$ cat src/tone_output_pkg.sv
// Constants, register map and carrier types of the tone output stage
package tone_output_pkg;

   // Register port geometry and sample width
   localparam int ADDR_W = 4;
   localparam int DATA_W = 8;
   localparam int SMP_W  = 16;

   // Register offsets
   localparam logic [3:0] TONE_CONFIG_REG_OFS = 4'h0;
   localparam logic [3:0] TONE_SWITCH_REG_OFS = 4'h1;
   localparam logic [3:0] ON_PERIOD_LO_OFS    = 4'h2;
   localparam logic [3:0] ON_PERIOD_HI_OFS    = 4'h3;
   localparam logic [3:0] OFF_PERIOD_LO_OFS   = 4'h4;
   localparam logic [3:0] OFF_PERIOD_HI_OFS   = 4'h5;
   localparam logic [3:0] CENTRE_FREQ_OFS     = 4'h6;
   localparam logic [3:0] BANDWIDTH_OFS       = 4'h7;
   localparam logic [3:0] STOPBAND_OFS        = 4'h8;
   localparam logic [3:0] SAT_GAIN_OFS        = 4'h9;
   localparam logic [3:0] TX_GAIN_OFS         = 4'ha;
   localparam logic [3:0] RX_GAIN_OFS         = 4'hb;
   localparam logic [3:0] THIRD_GAIN_OFS      = 4'hc;
   localparam logic [3:0] DUAL_GAIN_OFS       = 4'hd;
   localparam logic [3:0] STATUS_OFS          = 4'he;

   // Field positions in tone_config_reg
   localparam int CFG_AUTO_STOP  = 0;
   localparam int CFG_WAVE_SEL   = 1;
   localparam int CFG_FILTER_EN  = 2;
   // Field positions in tone_switch_reg
   localparam int SW_TONE_EN     = 0;
   localparam int SW_PULSED      = 1;
   localparam int SW_LSPK_DIRECT = 2;
   localparam int SW_TO_TX       = 3;
   localparam int SW_TO_RX       = 4;
   localparam int SW_DTMF        = 5;

   // Values after reset
   localparam logic [7:0]  CONFIG_RST    = 8'h00;
   localparam logic [7:0]  SWITCH_RST    = 8'h00;
   localparam logic [15:0] PERIOD_RST    = 16'h0001;
   localparam logic [7:0]  COEF_RST      = 8'h00;
   localparam logic [7:0]  SAT_GAIN_RST  = 8'h40;
   localparam logic [7:0]  LEVEL_RST     = 8'hff;

   // Timing: sample rate and period unit
   localparam int CLK_HZ        = 200_000_000;
   localparam int SAMPLE_HZ     = 8_000;
   localparam int SAMPLE_CYCLES = CLK_HZ / SAMPLE_HZ;
   localparam int PERIOD_UNIT_MS = 20;
   localparam int UNIT_TICKS    = PERIOD_UNIT_MS * SAMPLE_HZ / 1000;

   // Full-scale sample level (maximum PCM level)
   localparam logic signed [SMP_W-1:0] SMP_MAX = 16'sh7fff;
   localparam logic signed [SMP_W-1:0] SMP_MIN = -16'sh7fff;

   // Control generator states, Gray along the usual path
   typedef enum logic [2:0] {
      GATE_IDLE  = 3'b000,
      GATE_CONT  = 3'b001,
      GATE_ON    = 3'b011,
      GATE_OFF   = 3'b010,
      GATE_DRAIN = 3'b110
   } gate_state_t;

   // Samples from the signal and sequence generators
   typedef struct packed {
      logic signed [SMP_W-1:0] seqTrap;
      logic signed [SMP_W-1:0] seqSquare;
      logic                    squareLevel;
      logic                    seqEnd;
      logic signed [SMP_W-1:0] thirdTrap;
      logic signed [SMP_W-1:0] dualTrap;
   } gen_in_t;

   // Samples toward the voice paths
   typedef struct packed {
      logic signed [SMP_W-1:0] txSample;
      logic                    txInsert;
      logic signed [SMP_W-1:0] rxSample;
      logic                    rxInsert;
      logic                    sampleValid;
   } voice_out_t;

endpackage : tone_output_pkg

$ cat src/tone_output_control_filter.sv
// Tone output stage: control generator, tone filter, level adjustment, DTMF path
//
// The address-and-strobe port and the register addresses were left to the implementer.
`timescale 1ns/1ps
module tone_output_control_filter #(
   parameter int SAMPLE_DIV = tone_output_pkg::SAMPLE_CYCLES
) (
   // Clock and reset
   input  wire logic                        ref_clk,
   input  wire logic                        rst,
   // Register port
   input  wire logic [3:0]                  regAddr,
   input  wire logic [7:0]                  regWrData,
   input  wire logic                        regWr,
   input  wire logic                        regRd,
   output logic      [7:0]                  regRdData,
   // Generator samples
   input  wire tone_output_pkg::gen_in_t    genIn,
   // Voice path samples
   output tone_output_pkg::voice_out_t      voiceOut,
   // Loudspeaker direct drive
   output logic                             lspkDrive,
   output logic                             lspkEnable,
   // Permissions back to the generators
   output logic                             dualAddAllow,
   output logic                             threeToneAllow
);

   // Software registers
   logic [7:0]  configReg_r;
   logic [7:0]  switchReg_r;
   logic [15:0] onPeriod_r;
   logic [15:0] offPeriod_r;
   logic [7:0]  centreFreq_r;
   logic [7:0]  bandwidth_r;
   logic [7:0]  stopBand_r;
   logic [7:0]  satGain_r;
   logic [7:0]  txGain_r;
   logic [7:0]  rxGain_r;
   logic [7:0]  thirdGain_r;
   logic [7:0]  dualGain_r;

   // Register writes
   always_ff @(posedge ref_clk or posedge rst) begin
      if (rst) begin
         configReg_r  <= tone_output_pkg::CONFIG_RST;
         switchReg_r  <= tone_output_pkg::SWITCH_RST;
         onPeriod_r   <= tone_output_pkg::PERIOD_RST;
         offPeriod_r  <= tone_output_pkg::PERIOD_RST;
         centreFreq_r <= tone_output_pkg::COEF_RST;
         bandwidth_r  <= tone_output_pkg::COEF_RST;
         stopBand_r   <= tone_output_pkg::COEF_RST;
         satGain_r    <= tone_output_pkg::SAT_GAIN_RST;
         txGain_r     <= tone_output_pkg::LEVEL_RST;
         rxGain_r     <= tone_output_pkg::LEVEL_RST;
         thirdGain_r  <= tone_output_pkg::LEVEL_RST;
         dualGain_r   <= tone_output_pkg::LEVEL_RST;
      end else if (regWr) begin
         case (regAddr)
            tone_output_pkg::TONE_CONFIG_REG_OFS: configReg_r <= regWrData;
            tone_output_pkg::TONE_SWITCH_REG_OFS: switchReg_r <= regWrData;
            tone_output_pkg::ON_PERIOD_LO_OFS:    onPeriod_r[7:0] <= regWrData;
            tone_output_pkg::ON_PERIOD_HI_OFS:    onPeriod_r[15:8] <= regWrData;
            tone_output_pkg::OFF_PERIOD_LO_OFS:   offPeriod_r[7:0] <= regWrData;
            tone_output_pkg::OFF_PERIOD_HI_OFS:   offPeriod_r[15:8] <= regWrData;
            tone_output_pkg::CENTRE_FREQ_OFS:     centreFreq_r <= regWrData;
            tone_output_pkg::BANDWIDTH_OFS:       bandwidth_r <= regWrData;
            tone_output_pkg::STOPBAND_OFS:        stopBand_r <= regWrData;
            tone_output_pkg::SAT_GAIN_OFS:        satGain_r <= regWrData;
            tone_output_pkg::TX_GAIN_OFS:         txGain_r <= regWrData;
            tone_output_pkg::RX_GAIN_OFS:         rxGain_r <= regWrData;
            tone_output_pkg::THIRD_GAIN_OFS:      thirdGain_r <= regWrData;
            tone_output_pkg::DUAL_GAIN_OFS:       dualGain_r <= regWrData;
            default: ;
         endcase
      end
   end

   // Decoded control bits
   logic autoStop;
   logic waveSel;
   logic filterEn;
   logic toneEn;
   logic pulsed;
   logic lspkDirect;
   logic toTx;
   logic toRx;
   logic dtmfMode;
   assign autoStop   = configReg_r[tone_output_pkg::CFG_AUTO_STOP];
   assign waveSel    = configReg_r[tone_output_pkg::CFG_WAVE_SEL];
   assign filterEn   = configReg_r[tone_output_pkg::CFG_FILTER_EN];
   assign toneEn     = switchReg_r[tone_output_pkg::SW_TONE_EN];
   assign pulsed     = switchReg_r[tone_output_pkg::SW_PULSED];
   assign lspkDirect = switchReg_r[tone_output_pkg::SW_LSPK_DIRECT];
   assign toTx       = switchReg_r[tone_output_pkg::SW_TO_TX];
   assign toRx       = switchReg_r[tone_output_pkg::SW_TO_RX];
   assign dtmfMode   = switchReg_r[tone_output_pkg::SW_DTMF];

   // Sample tick divider
   logic [$clog2(SAMPLE_DIV)-1:0] divCnt_r;
   logic                          tick_r;
   always_ff @(posedge ref_clk or posedge rst) begin
      if (rst) begin
         divCnt_r <= '0;
         tick_r   <= 1'b0;
      end else if (divCnt_r == ($clog2(SAMPLE_DIV))'(SAMPLE_DIV - 1)) begin
         divCnt_r <= '0;
         tick_r   <= 1'b1;
      end else begin
         divCnt_r <= divCnt_r + 1'b1;
         tick_r   <= 1'b0;
      end
   end

   // Control generator state
   tone_output_pkg::gate_state_t gate_r;
   tone_output_pkg::gate_state_t gate_nxt;
   logic [7:0]  unitCnt_r;
   logic [15:0] periodCnt_r;
   logic        periodDone;
   logic        periodLoad;
   assign periodDone = tick_r && (unitCnt_r == 8'(tone_output_pkg::UNIT_TICKS - 1))
                       && (periodCnt_r <= 16'h0001);
   assign periodLoad = (gate_nxt != gate_r);

   // Next state of the control generator
   always_comb begin
      gate_nxt = gate_r;
      case (gate_r)
         tone_output_pkg::GATE_IDLE: begin
            if (pulsed) gate_nxt = tone_output_pkg::GATE_ON;
            else if (toneEn) gate_nxt = tone_output_pkg::GATE_CONT;
         end
         tone_output_pkg::GATE_CONT: begin
            if (pulsed) gate_nxt = tone_output_pkg::GATE_ON;
            else if (!toneEn) gate_nxt = autoStop ? tone_output_pkg::GATE_DRAIN
                                                  : tone_output_pkg::GATE_IDLE;
         end
         tone_output_pkg::GATE_ON: begin
            if (!pulsed) begin
               if (toneEn) gate_nxt = tone_output_pkg::GATE_CONT;
               else gate_nxt = autoStop ? tone_output_pkg::GATE_DRAIN
                                        : tone_output_pkg::GATE_IDLE;
            end else if (periodDone) begin
               gate_nxt = tone_output_pkg::GATE_OFF;
            end
         end
         tone_output_pkg::GATE_OFF: begin
            if (!pulsed) gate_nxt = toneEn ? tone_output_pkg::GATE_CONT
                                           : tone_output_pkg::GATE_IDLE;
            else if (periodDone) gate_nxt = tone_output_pkg::GATE_ON;
         end
         tone_output_pkg::GATE_DRAIN: begin
            if (pulsed) gate_nxt = tone_output_pkg::GATE_ON;
            else if (toneEn) gate_nxt = tone_output_pkg::GATE_CONT;
            else if (genIn.seqEnd || !autoStop) gate_nxt = tone_output_pkg::GATE_IDLE;
         end
         default: gate_nxt = tone_output_pkg::GATE_IDLE;
      endcase
   end

   // State register
   always_ff @(posedge ref_clk or posedge rst) begin
      if (rst) gate_r <= tone_output_pkg::GATE_IDLE;
      else     gate_r <= gate_nxt;
   end

   // On and off period counters in 20 ms units of sample ticks
   always_ff @(posedge ref_clk or posedge rst) begin
      if (rst) begin
         unitCnt_r   <= '0;
         periodCnt_r <= tone_output_pkg::PERIOD_RST;
      end else if (periodLoad) begin
         unitCnt_r   <= '0;
         periodCnt_r <= (gate_nxt == tone_output_pkg::GATE_OFF) ? offPeriod_r : onPeriod_r;
      end else if (tick_r) begin
         if (unitCnt_r == 8'(tone_output_pkg::UNIT_TICKS - 1)) begin
            unitCnt_r <= '0;
            if (periodCnt_r > 16'h0001) periodCnt_r <= periodCnt_r - 1'b1;
         end else begin
            unitCnt_r <= unitCnt_r + 1'b1;
         end
      end
   end

   // Gate open while the tone is to be heard
   logic gateOpen;
   assign gateOpen = (gate_r == tone_output_pkg::GATE_CONT) || (gate_r == tone_output_pkg::GATE_ON)
                     || (gate_r == tone_output_pkg::GATE_DRAIN);

   // Waveform choice and gating
   logic signed [15:0] toneRaw;
   logic signed [15:0] toneGated;
   assign toneRaw   = waveSel ? genIn.seqSquare : genIn.seqTrap;
   assign toneGated = gateOpen ? toneRaw : 16'sh0000;

   // Scale a sample by an unsigned byte gain, 0 mutes, ff is near 0 dB
   function automatic logic signed [15:0] scale(input logic signed [15:0] x,
                                                input logic [7:0] g);
      logic signed [24:0] p;
      p = x * $signed({1'b0, g});
      return p[23:8];
   endfunction : scale

   // Equalizer: stop-band scale, resonator with centre and bandwidth coefficients
   logic signed [17:0] eqX1_r, eqX2_r, eqY1_r, eqY2_r;
   logic signed [17:0] eqIn;
   logic signed [25:0] eqFb1;
   logic signed [26:0] eqFb2;
   logic signed [19:0] eqSum;
   logic signed [17:0] eqOut;
   always_comb begin
      eqIn  = 18'(scale(toneGated, ~stopBand_r));
      eqFb1 = eqY1_r * $signed(centreFreq_r);
      eqFb2 = eqY2_r * $signed({1'b0, bandwidth_r});
      eqSum = 20'(eqIn) - 20'(eqX2_r) + 20'(eqFb1 >>> 6) - 20'(eqFb2 >>> 8);
      if (eqSum > 20'sh1ffff)       eqOut = 18'sh1ffff;
      else if (eqSum < -20'sh1ffff) eqOut = -18'sh1ffff;
      else                          eqOut = eqSum[17:0];
   end

   // Equalizer history, advanced once per sample
   always_ff @(posedge ref_clk or posedge rst) begin
      if (rst) begin
         eqX1_r <= '0;
         eqX2_r <= '0;
         eqY1_r <= '0;
         eqY2_r <= '0;
      end else if (tick_r && filterEn) begin
         eqX1_r <= eqIn;
         eqX2_r <= eqX1_r;
         eqY1_r <= eqOut;
         eqY2_r <= eqY1_r;
      end
   end

   // Saturation amplifier, gain byte in sixty-fourths from zero to almost four times, clipped to full scale
   logic signed [26:0] satProd;
   logic signed [15:0] satOut;
   logic signed [15:0] filtered;
   always_comb begin
      satProd = eqOut * $signed({1'b0, satGain_r});
      if ((satProd >>> 6) > 27'(tone_output_pkg::SMP_MAX))      satOut = tone_output_pkg::SMP_MAX;
      else if ((satProd >>> 6) < 27'(tone_output_pkg::SMP_MIN)) satOut = tone_output_pkg::SMP_MIN;
      else                                                       satOut = satProd[21:6];
      filtered = filterEn ? satOut : toneGated;
   end

   // DTMF sum of third and dual generators, each with its own gain
   logic signed [16:0] dtmfSum;
   logic signed [15:0] dtmfTone;
   always_comb begin
      dtmfSum = 17'(scale(genIn.thirdTrap, thirdGain_r)) + 17'(scale(genIn.dualTrap, dualGain_r));
      if (dtmfSum > 17'(tone_output_pkg::SMP_MAX))      dtmfTone = tone_output_pkg::SMP_MAX;
      else if (dtmfSum < 17'(tone_output_pkg::SMP_MIN)) dtmfTone = tone_output_pkg::SMP_MIN;
      else                                               dtmfTone = dtmfSum[15:0];
   end

   // Transmit low-pass used in DTMF mode, one pole per sample
   logic signed [17:0] lpY_r;
   logic signed [17:0] lpNext;
   logic signed [15:0] txSource;
   assign txSource = dtmfMode ? (gateOpen ? dtmfTone : 16'sh0000) : filtered;
   assign lpNext   = lpY_r + ((18'(txSource) - lpY_r) >>> 2);
   always_ff @(posedge ref_clk or posedge rst) begin
      if (rst)                      lpY_r <= '0;
      else if (tick_r && dtmfMode)  lpY_r <= lpNext;
      else if (tick_r)              lpY_r <= '0;
   end

   // Voice path outputs, one new sample per tick
   always_ff @(posedge ref_clk or posedge rst) begin
      if (rst) begin
         voiceOut <= '0;
      end else begin
         voiceOut.sampleValid <= tick_r;
         if (tick_r) begin
            voiceOut.txInsert <= toTx || dtmfMode;
            voiceOut.rxInsert <= toRx && !dtmfMode;
            voiceOut.txSample <= (toTx || dtmfMode)
                                 ? scale(dtmfMode ? lpNext[15:0] : txSource, txGain_r)
                                 : 16'sh0000;
            voiceOut.rxSample <= (toRx && !dtmfMode) ? scale(filtered, rxGain_r)
                                                     : 16'sh0000;
         end
      end
   end

   // Loudspeaker direct drive: square wave at full supply swing
   always_ff @(posedge ref_clk or posedge rst) begin
      if (rst) begin
         lspkDrive  <= 1'b0;
         lspkEnable <= 1'b0;
      end else begin
         lspkEnable <= lspkDirect;
         lspkDrive  <= lspkDirect && gateOpen && genIn.squareLevel;
      end
   end

   // Generator permissions outside DTMF mode
   always_ff @(posedge ref_clk or posedge rst) begin
      if (rst) begin
         dualAddAllow   <= 1'b1;
         threeToneAllow <= 1'b1;
      end else begin
         dualAddAllow   <= !dtmfMode;
         threeToneAllow <= !dtmfMode;
      end
   end

   // Read data, valid in the cycle after the strobe only
   logic [7:0] rdMux;
   always_comb begin
      case (regAddr)
         tone_output_pkg::TONE_CONFIG_REG_OFS: rdMux = configReg_r;
         tone_output_pkg::TONE_SWITCH_REG_OFS: rdMux = switchReg_r;
         tone_output_pkg::ON_PERIOD_LO_OFS:    rdMux = onPeriod_r[7:0];
         tone_output_pkg::ON_PERIOD_HI_OFS:    rdMux = onPeriod_r[15:8];
         tone_output_pkg::OFF_PERIOD_LO_OFS:   rdMux = offPeriod_r[7:0];
         tone_output_pkg::OFF_PERIOD_HI_OFS:   rdMux = offPeriod_r[15:8];
         tone_output_pkg::CENTRE_FREQ_OFS:     rdMux = centreFreq_r;
         tone_output_pkg::BANDWIDTH_OFS:       rdMux = bandwidth_r;
         tone_output_pkg::STOPBAND_OFS:        rdMux = stopBand_r;
         tone_output_pkg::SAT_GAIN_OFS:        rdMux = satGain_r;
         tone_output_pkg::TX_GAIN_OFS:         rdMux = txGain_r;
         tone_output_pkg::RX_GAIN_OFS:         rdMux = rxGain_r;
         tone_output_pkg::THIRD_GAIN_OFS:      rdMux = thirdGain_r;
         tone_output_pkg::DUAL_GAIN_OFS:       rdMux = dualGain_r;
         tone_output_pkg::STATUS_OFS:          rdMux = {4'h0, gateOpen, gate_r};
         default:                              rdMux = 8'h00;
      endcase
   end

   // Read data register
   always_ff @(posedge ref_clk or posedge rst) begin
      if (rst)        regRdData <= 8'h00;
      else if (regRd) regRdData <= rdMux;
      else            regRdData <= 8'h00;
   end

endmodule : tone_output_control_filter

$ cat config.mk
export PLATFORM = sky130hd
export DESIGN_NAME = tone_output_control_filter
export DESIGN_NICKNAME = d
export VERILOG_FILES = /design/src/tone_output_pkg.sv /design/src/tone_output_control_filter.sv
export SDC_FILE = /design/constraint.sdc
export NUM_CORES = 2
export LEC_CHECK = 0
export ABC_AREA = 1
export BUFFER_PORTS_ARGS = -buffer_cell sky130_fd_sc_hd__buf_2
export CORE_MARGIN = 5
export CORE_UTILIZATION = 40
export CTS_BUF_LIST = sky130_fd_sc_hd__clkbuf_16
export DETAILED_ROUTE_END_ITERATION = 6
export PLACE_DENSITY_LB_ADDON = 0.08
export SLEW_MARGIN = 25
export SYNTH_ARGS = -nofsm -noshare
export SYNTH_HDL_FRONTEND = slang
export SYNTH_SLANG_ARGS = --single-unit
export TNS_END_PERCENT = 20
$ cat constraint.sdc
create_clock -name ref_clk -period 24.8 [get_ports ref_clk]
set_input_delay 2.48 -clock ref_clk [delete_from_list [all_inputs] [get_ports ref_clk]]
set_output_delay 2.48 -clock ref_clk [all_outputs]
set_load 0.005 [all_outputs]
### After elaboration in Yosys (flattened, before gate mapping)

Index checks and enable logic that the tools add are counted.
Widths: inputs -> output; s select.

| word-level totals | value |
|---|---|
| bits in registers | 287 |
| bits in latches | 0 |
| RAM bits | 0 |
| bits in read-only memories | 0 |
| bits of input ports | 82 |
| output and inout bits | 47 |
| word-level logic and storage cells | 158 |
| memories | 0 |

| cells by class | value |
|---|---|
| $add $sub $neg | 9 |
| multipliers | 8 |
| div/mod/pow operators | 0 |
| $lt $le $gt $ge | 8 |
| equal/unequal tests | 22 |
| shift-type cells | 0 |
| multiplexer cells | 43 |
| bitwise gates (word level) | 1 |
| reduce and logical (&&, ||, !) cells | 34 |

Operators by type and width:

| operator | count |
|---|---|
| $mux 16 | 17 |
| $mul 16x9->24 | 5 |
| $pmux 8 s15 | 1 |
| $mux 18 | 4 |
| $mul 18x9->27 | 2 |
| $mux 3 | 13 |
| $mux 8 | 4 |
| $eq 4x4->1 const B | 7 |
| $reduce_and 2->1 | 14 |
| $mul 18x8->26 | 1 |
| $gt 21x16->1 const B | 1 |
| $lt 21x16->1 const B | 1 |
| $add 17x20->20 | 1 |
| $gt 20x18->1 const B | 1 |
| $lt 20x18->1 const B | 1 |
| $sub 20x19->20 | 1 |
| $add 18x16->18 | 1 |
| $sub 16x18->18 | 1 |
| $add 16x16->17 | 1 |
| $gt 17x16->1 const B | 1 |
| $lt 17x16->1 const B | 1 |
| $sub 16x16->17 | 1 |
| $eq 4x3->1 const B | 4 |
| $gt 16x1->1 const B | 1 |
| other kinds (23) | 40 |

### Depth between registers and ports, before layout

| depth | value |
|---|---|
| depth after elaboration | 22 |
| depth in mapped cells | 133 |
| depth with buffers taken out | 129 |

### Worst setup path after synthesis

OpenSTA, ideal clock, no wires.

| timing | value |
|---|---|
| path type | input -> register |
| start | input port genIn[40] in the netlist's numbering |
| end | register voiceOut[34] in the netlist's numbering |
| setup time | 0.118 ns |
| data arrival time | 21.424 ns |
| data required time | 24.682 ns |
| setup slack | 3.259 ns |
| stages | 116 |
| buffers on the path | 2 |
| path through | nand2_1 nand2_1 nand2_1 inv_1 nand2_1 fa_1 inv_1 fa_1 ha_1 inv_1 fa_1 inv_1 ha_1 a21o_1 o21bai_4 a21o_1 nand2_1 nand2_1 [80 not listed] inv_1 ha_1 xnor2_1 fa_1 fa_1 inv_1 fa_1 inv_1 ha_1 a21oi_1 o21ai_0 inv_1 o21ai_0 a21oi_1 nand2_1 or2_1 nand3_1 nand2_1 |

| on the way | value |
|---|---|
| word-level cells in the longest chain between the ends | 20 |
| elaborated cells between the ends (all ways) | 22 |
| classes of those cells | add/sub: 5; mul: 3; order compare: 4; mux: 10 |

RTL lines:

| item | RTL line | RTL |
|---|---|---|
| start: declaration | tone_output_control_filter.sv:18 | `input wire tone_output_pkg::gen_in_t genIn,` |
| $mux 16 (*) | tone_output_control_filter.sv:194 | `assign toneRaw = waveSel ? genIn.seqSquare : genIn.seqTrap;` |
| $mux 16 (*) | tone_output_control_filter.sv:195 | `assign toneGated = gateOpen ? toneRaw : 16'sh0000;` |
| $mul 16x9->24 (*) | tone_output_control_filter.sv:201 | `p = x * $signed({1'b0, g});` |
| net eqIn[12] | tone_output_control_filter.sv:207 | `logic signed [17:0] eqIn;` |
| $sub 16x16->17 (*) | tone_output_control_filter.sv:216 | `eqSum = 20'(eqIn) - 20'(eqX2_r) + 20'(eqFb1 >>> 6) - 20'(eqFb2 >>> 8);` |
| $add 17x20->20 (*) | tone_output_control_filter.sv:216 |  |
| $sub 20x19->20 (*) | tone_output_control_filter.sv:216 |  |
| $lt 20x18->1 | tone_output_control_filter.sv:218 | `else if (eqSum < -20'sh1ffff) eqOut = -18'sh1ffff;` |
| [5 not listed] | -- |  |
| $mux 16 (*) | tone_output_control_filter.sv:243 | `if ((satProd >>> 6) > 27'(tone_output_pkg::SMP_MAX)) satOut = tone_output_pkg::SMP_MAX;` |
| $mux 16 (*) | tone_output_control_filter.sv:246 | `filtered = filterEn ? satOut : toneGated;` |
| $mux 16 (*) | tone_output_control_filter.sv:263 | `assign txSource = dtmfMode ? (gateOpen ? dtmfTone : 16'sh0000) : filtered;` |
| $sub 16x18->18 | tone_output_control_filter.sv:264 | `assign lpNext = lpY_r + ((18'(txSource) - lpY_r) >>> 2);` |
| $add 18x16->18 | tone_output_control_filter.sv:264 |  |
| $mux 16 (*) | tone_output_control_filter.sv:281 | `? scale(dtmfMode ? lpNext[15:0] : txSource, txGain_r)` |
| $mul 16x9->24 (*) | tone_output_control_filter.sv:201 |  |
| $mux 16 (*) | tone_output_control_filter.sv:281 |  |
| end: declaration | tone_output_control_filter.sv:20 | `output tone_output_pkg::voice_out_t voiceOut,` |

Mark *: on every way through the listed nets, which the timed path passes. The rest lies on a longest branch.
A chain may end at the register's enable or synchronous reset.

### Worst setup path after layout

| timing | value |
|---|---|
| start | input port genIn[39] in the netlist's numbering |
| end | register voiceOut[34] in the netlist's numbering |

Same word-level chain as after synthesis.

==> reports/results.ini <==
[synthesis]
synth_area_per_cell_um2=7.64
synthXorXnorAreaFrac=0.0358
synth_edf_count=0
synth_adder_area_share=0.423
synth_top_area_cell=fa_1
synth_compound_area_frac=0.0835
synth_seq_cells=287
synthFlopType=dfrtp_1
synth-simple-area-share=0.179
syn_area_um2=54300
syn-instance-count=7108
synth_top_family_by_area=adder cells
synth_warnings=0
seq_area_frac_synth=0.133
async_reset_ff_frac=1.00
netlist_top_cells_area=fa_1 (32%), inv_1 (13%), dfrtp_1 (12%), nand2_1 (11%), ha_1 (10%)
synth_top_area_share=0.320
synthesis.nets=8505
post_synth_num_cell_types=67
synthMuxAreaShare=0
synthTopCellsByCount=inv_1 (1821), nand2_1 (1636), fa_1 (868)
yosysMostFrequentCell=inv_1

[worst_setup_path]
r2r-end=voiceOut[34]
path_max_fanout=19
crit_top_cell=nand2_1
cp.required_ps=25330
cp-end-kind=flip-flop
critPathLaunchType=input port
crit_type=in -> reg
arrival_ps=23680
reg2reg_depth=113
crit_slowest_cell=fa_1
r2r_setup_slack_ps=2110
worstReg2RegStart=bandwidth_r[1]
cp_slowest_stage_delay_ps=590

[grt]
use_met3=0.0431
grt_use_met2=0.345
grt_pass1_wl_um=255000
grt_util_met1=0.340
grt_pass1_vias=44638
antenna_found_initial=9
grt_max_degree=85
grt_usage=0.227
gr-max-usage-layer=met2
gr-total-overflow=0

[layout]
nFillCells=14150
area_delta_synth_final_pct=6.49
drive_above_1_share=0.0541
fin_nets=8471

[floorplan]
die_height_um=378
die_w_um=378
ioPinCount=129
die-area_um2=143000
core_um2=135000
rows=135
initial_core_util=0.402

[cts]
cts_sinks=287
clockBufferDepth=3
cts_buffers=39
cts_tree=done
ctsHoldBuffers=0
htreeDepth=2
path_clk_slew_ps=70
cts_root_buffer=clkbuf_16
clock_latency_ps=640

[min_path]
worstHoldStart=voiceOut[23]
worstHoldPathCells=2
hold_path_end=voiceOut[23]
hp-class=reg -> reg

[place]
io_buffers=128
gp_congestion=0.926
hpwl_um=131000

[timing]
fin_tns_setup_ps=0
tightest_slew_ps=1080
slew_violations=0
clock.fmax_ghz=0.0432
period_share=0.934
fin_crit_ps=23150
fin_skew_ps=37.8
maxSlewHeadroom=0.276
finalHoldViolCount=0
setup_viol=0

[drt]
drt_iter0_markers=2856
route.vias.total=43131
dr.pass1.iters=5
drc_errors=0
vias_per_cell=4.85
drt-total-wl_um=157000
post_drt_wl_per_cell_um=17.7
final_antenna_net_count=0

[run]
cap_violations=0

[run_status]
status=completed

worst max path at each step:
| stage | startpoint | end | slack [ps] | depth (start not counted) |
|---|---|---|---|---|
| 2_1_floorplan | genIn[40] | voiceOut[34] | 3260 | 116 |
| 3_3_place_gp | genIn[41] | voiceOut[34] | 430 | 118 |
| 3_5_place_dp | genIn[41] | voiceOut[34] | 350 | 116 |
| 4_1_cts | genIn[41] | voiceOut[34] | 980 | 116 |
| 5_1_grt | genIn[37] | voiceOut[34] | -3 | 125 |
| 6_report | genIn[39] | voiceOut[34] | 1650 | 121 |
kinds of logic (layout without fill, tap and decap cells):
group / Yosys count / after routing
compound gates: 793 / 793
xor+xnor: 220 / 220
fa+ha+maj: 1315 / 1315
buf+inv: 2084 / 2079
flops: 287 / 287
other cells: 0 / 2
simple gates: 2409 / 2409
sequential cells by signal (all words and copies together) (netlist names), 15 cells and up:
register / cells
eqX1_r: 16
voiceOut: 35
eqY1_r: 18
offPeriod_r: 16
eqX2_r: 16
lpY_r: 18
periodCnt_r: 16
onPeriod_r: 16
divCnt_r: 15
eqY2_r: 18
metrics by stage:
| step | setup WS, ps | std cells | hold WS, ps | area, um2 | utilization |
|---|---|---|---|---|---|
| after global placement | 426 | 8800 | 456 | 56400 | 0.417 |
| after global routing | -3.19 | 8884 | 497 | 57800 | 0.428 |
| final | 1650 | 8886 | 471 | 57800 | 0.428 |
| after floorplan | 3260 | 7108 | 349 | 54300 | - |
| after detailed placement | 345 | 8803 | 462 | 56400 | 0.418 |
| after CTS | 980 | 8873 | 477 | 57700 | 0.427 |
timing repair:
action                                  CTS  global route
gates resized for setup                   0            19
buffers inserted                          0            11
endpoints found under the setup margin    0            12
area by class of cell:
class | count | area [um2] | share of cell area
sequential | 287 | 7230 | 0.125
clock inverter | 31 | 290 | 0.00502
tap | 1781 | 2230 | 0.0385
multi-input combinational | 4737 | 39200 | 0.678
clock buffer | 39 | 976 | 0.0169
timing repair buffer | 167 | 930 | 0.0161
inverter | 1842 | 6950 | 0.120
antenna | 2 | 5.00 | 0.0000865
cells in the final DEF, fill, tap and decap left out, types with 102 or more instances in the layout:
master   count
inv_1     1815
nand2_1   1633
fa_1       868
nor2_1     489
ha_1       447
o21ai_0    321
a21oi_1    256
dfrtp_1    247
buf_2      131
nand3_1    127
xor2_1     116
xnor2_1    102
layer usage:
layer	part of all wire	up-vias
li1	-	21029
met1	0.49	21001
met2	0.43	982
met3	0.067	113
met4	0.019	6
met5	0.00025	-
worst max-delay path, delay by kind of cell:
kind                       cells  cell delay [ps]
AOI/OAI and AO/OA             22             3630
xor gates and xnor gates       4              700
adders and majority gates     20             8930
buffers and inverters         20             1900
and+or+nand+nor               55             6020
Power is left out: the tool's default activity adds up to more than one toggle a clock period on the data nets, which glitch-free logic cannot reach.
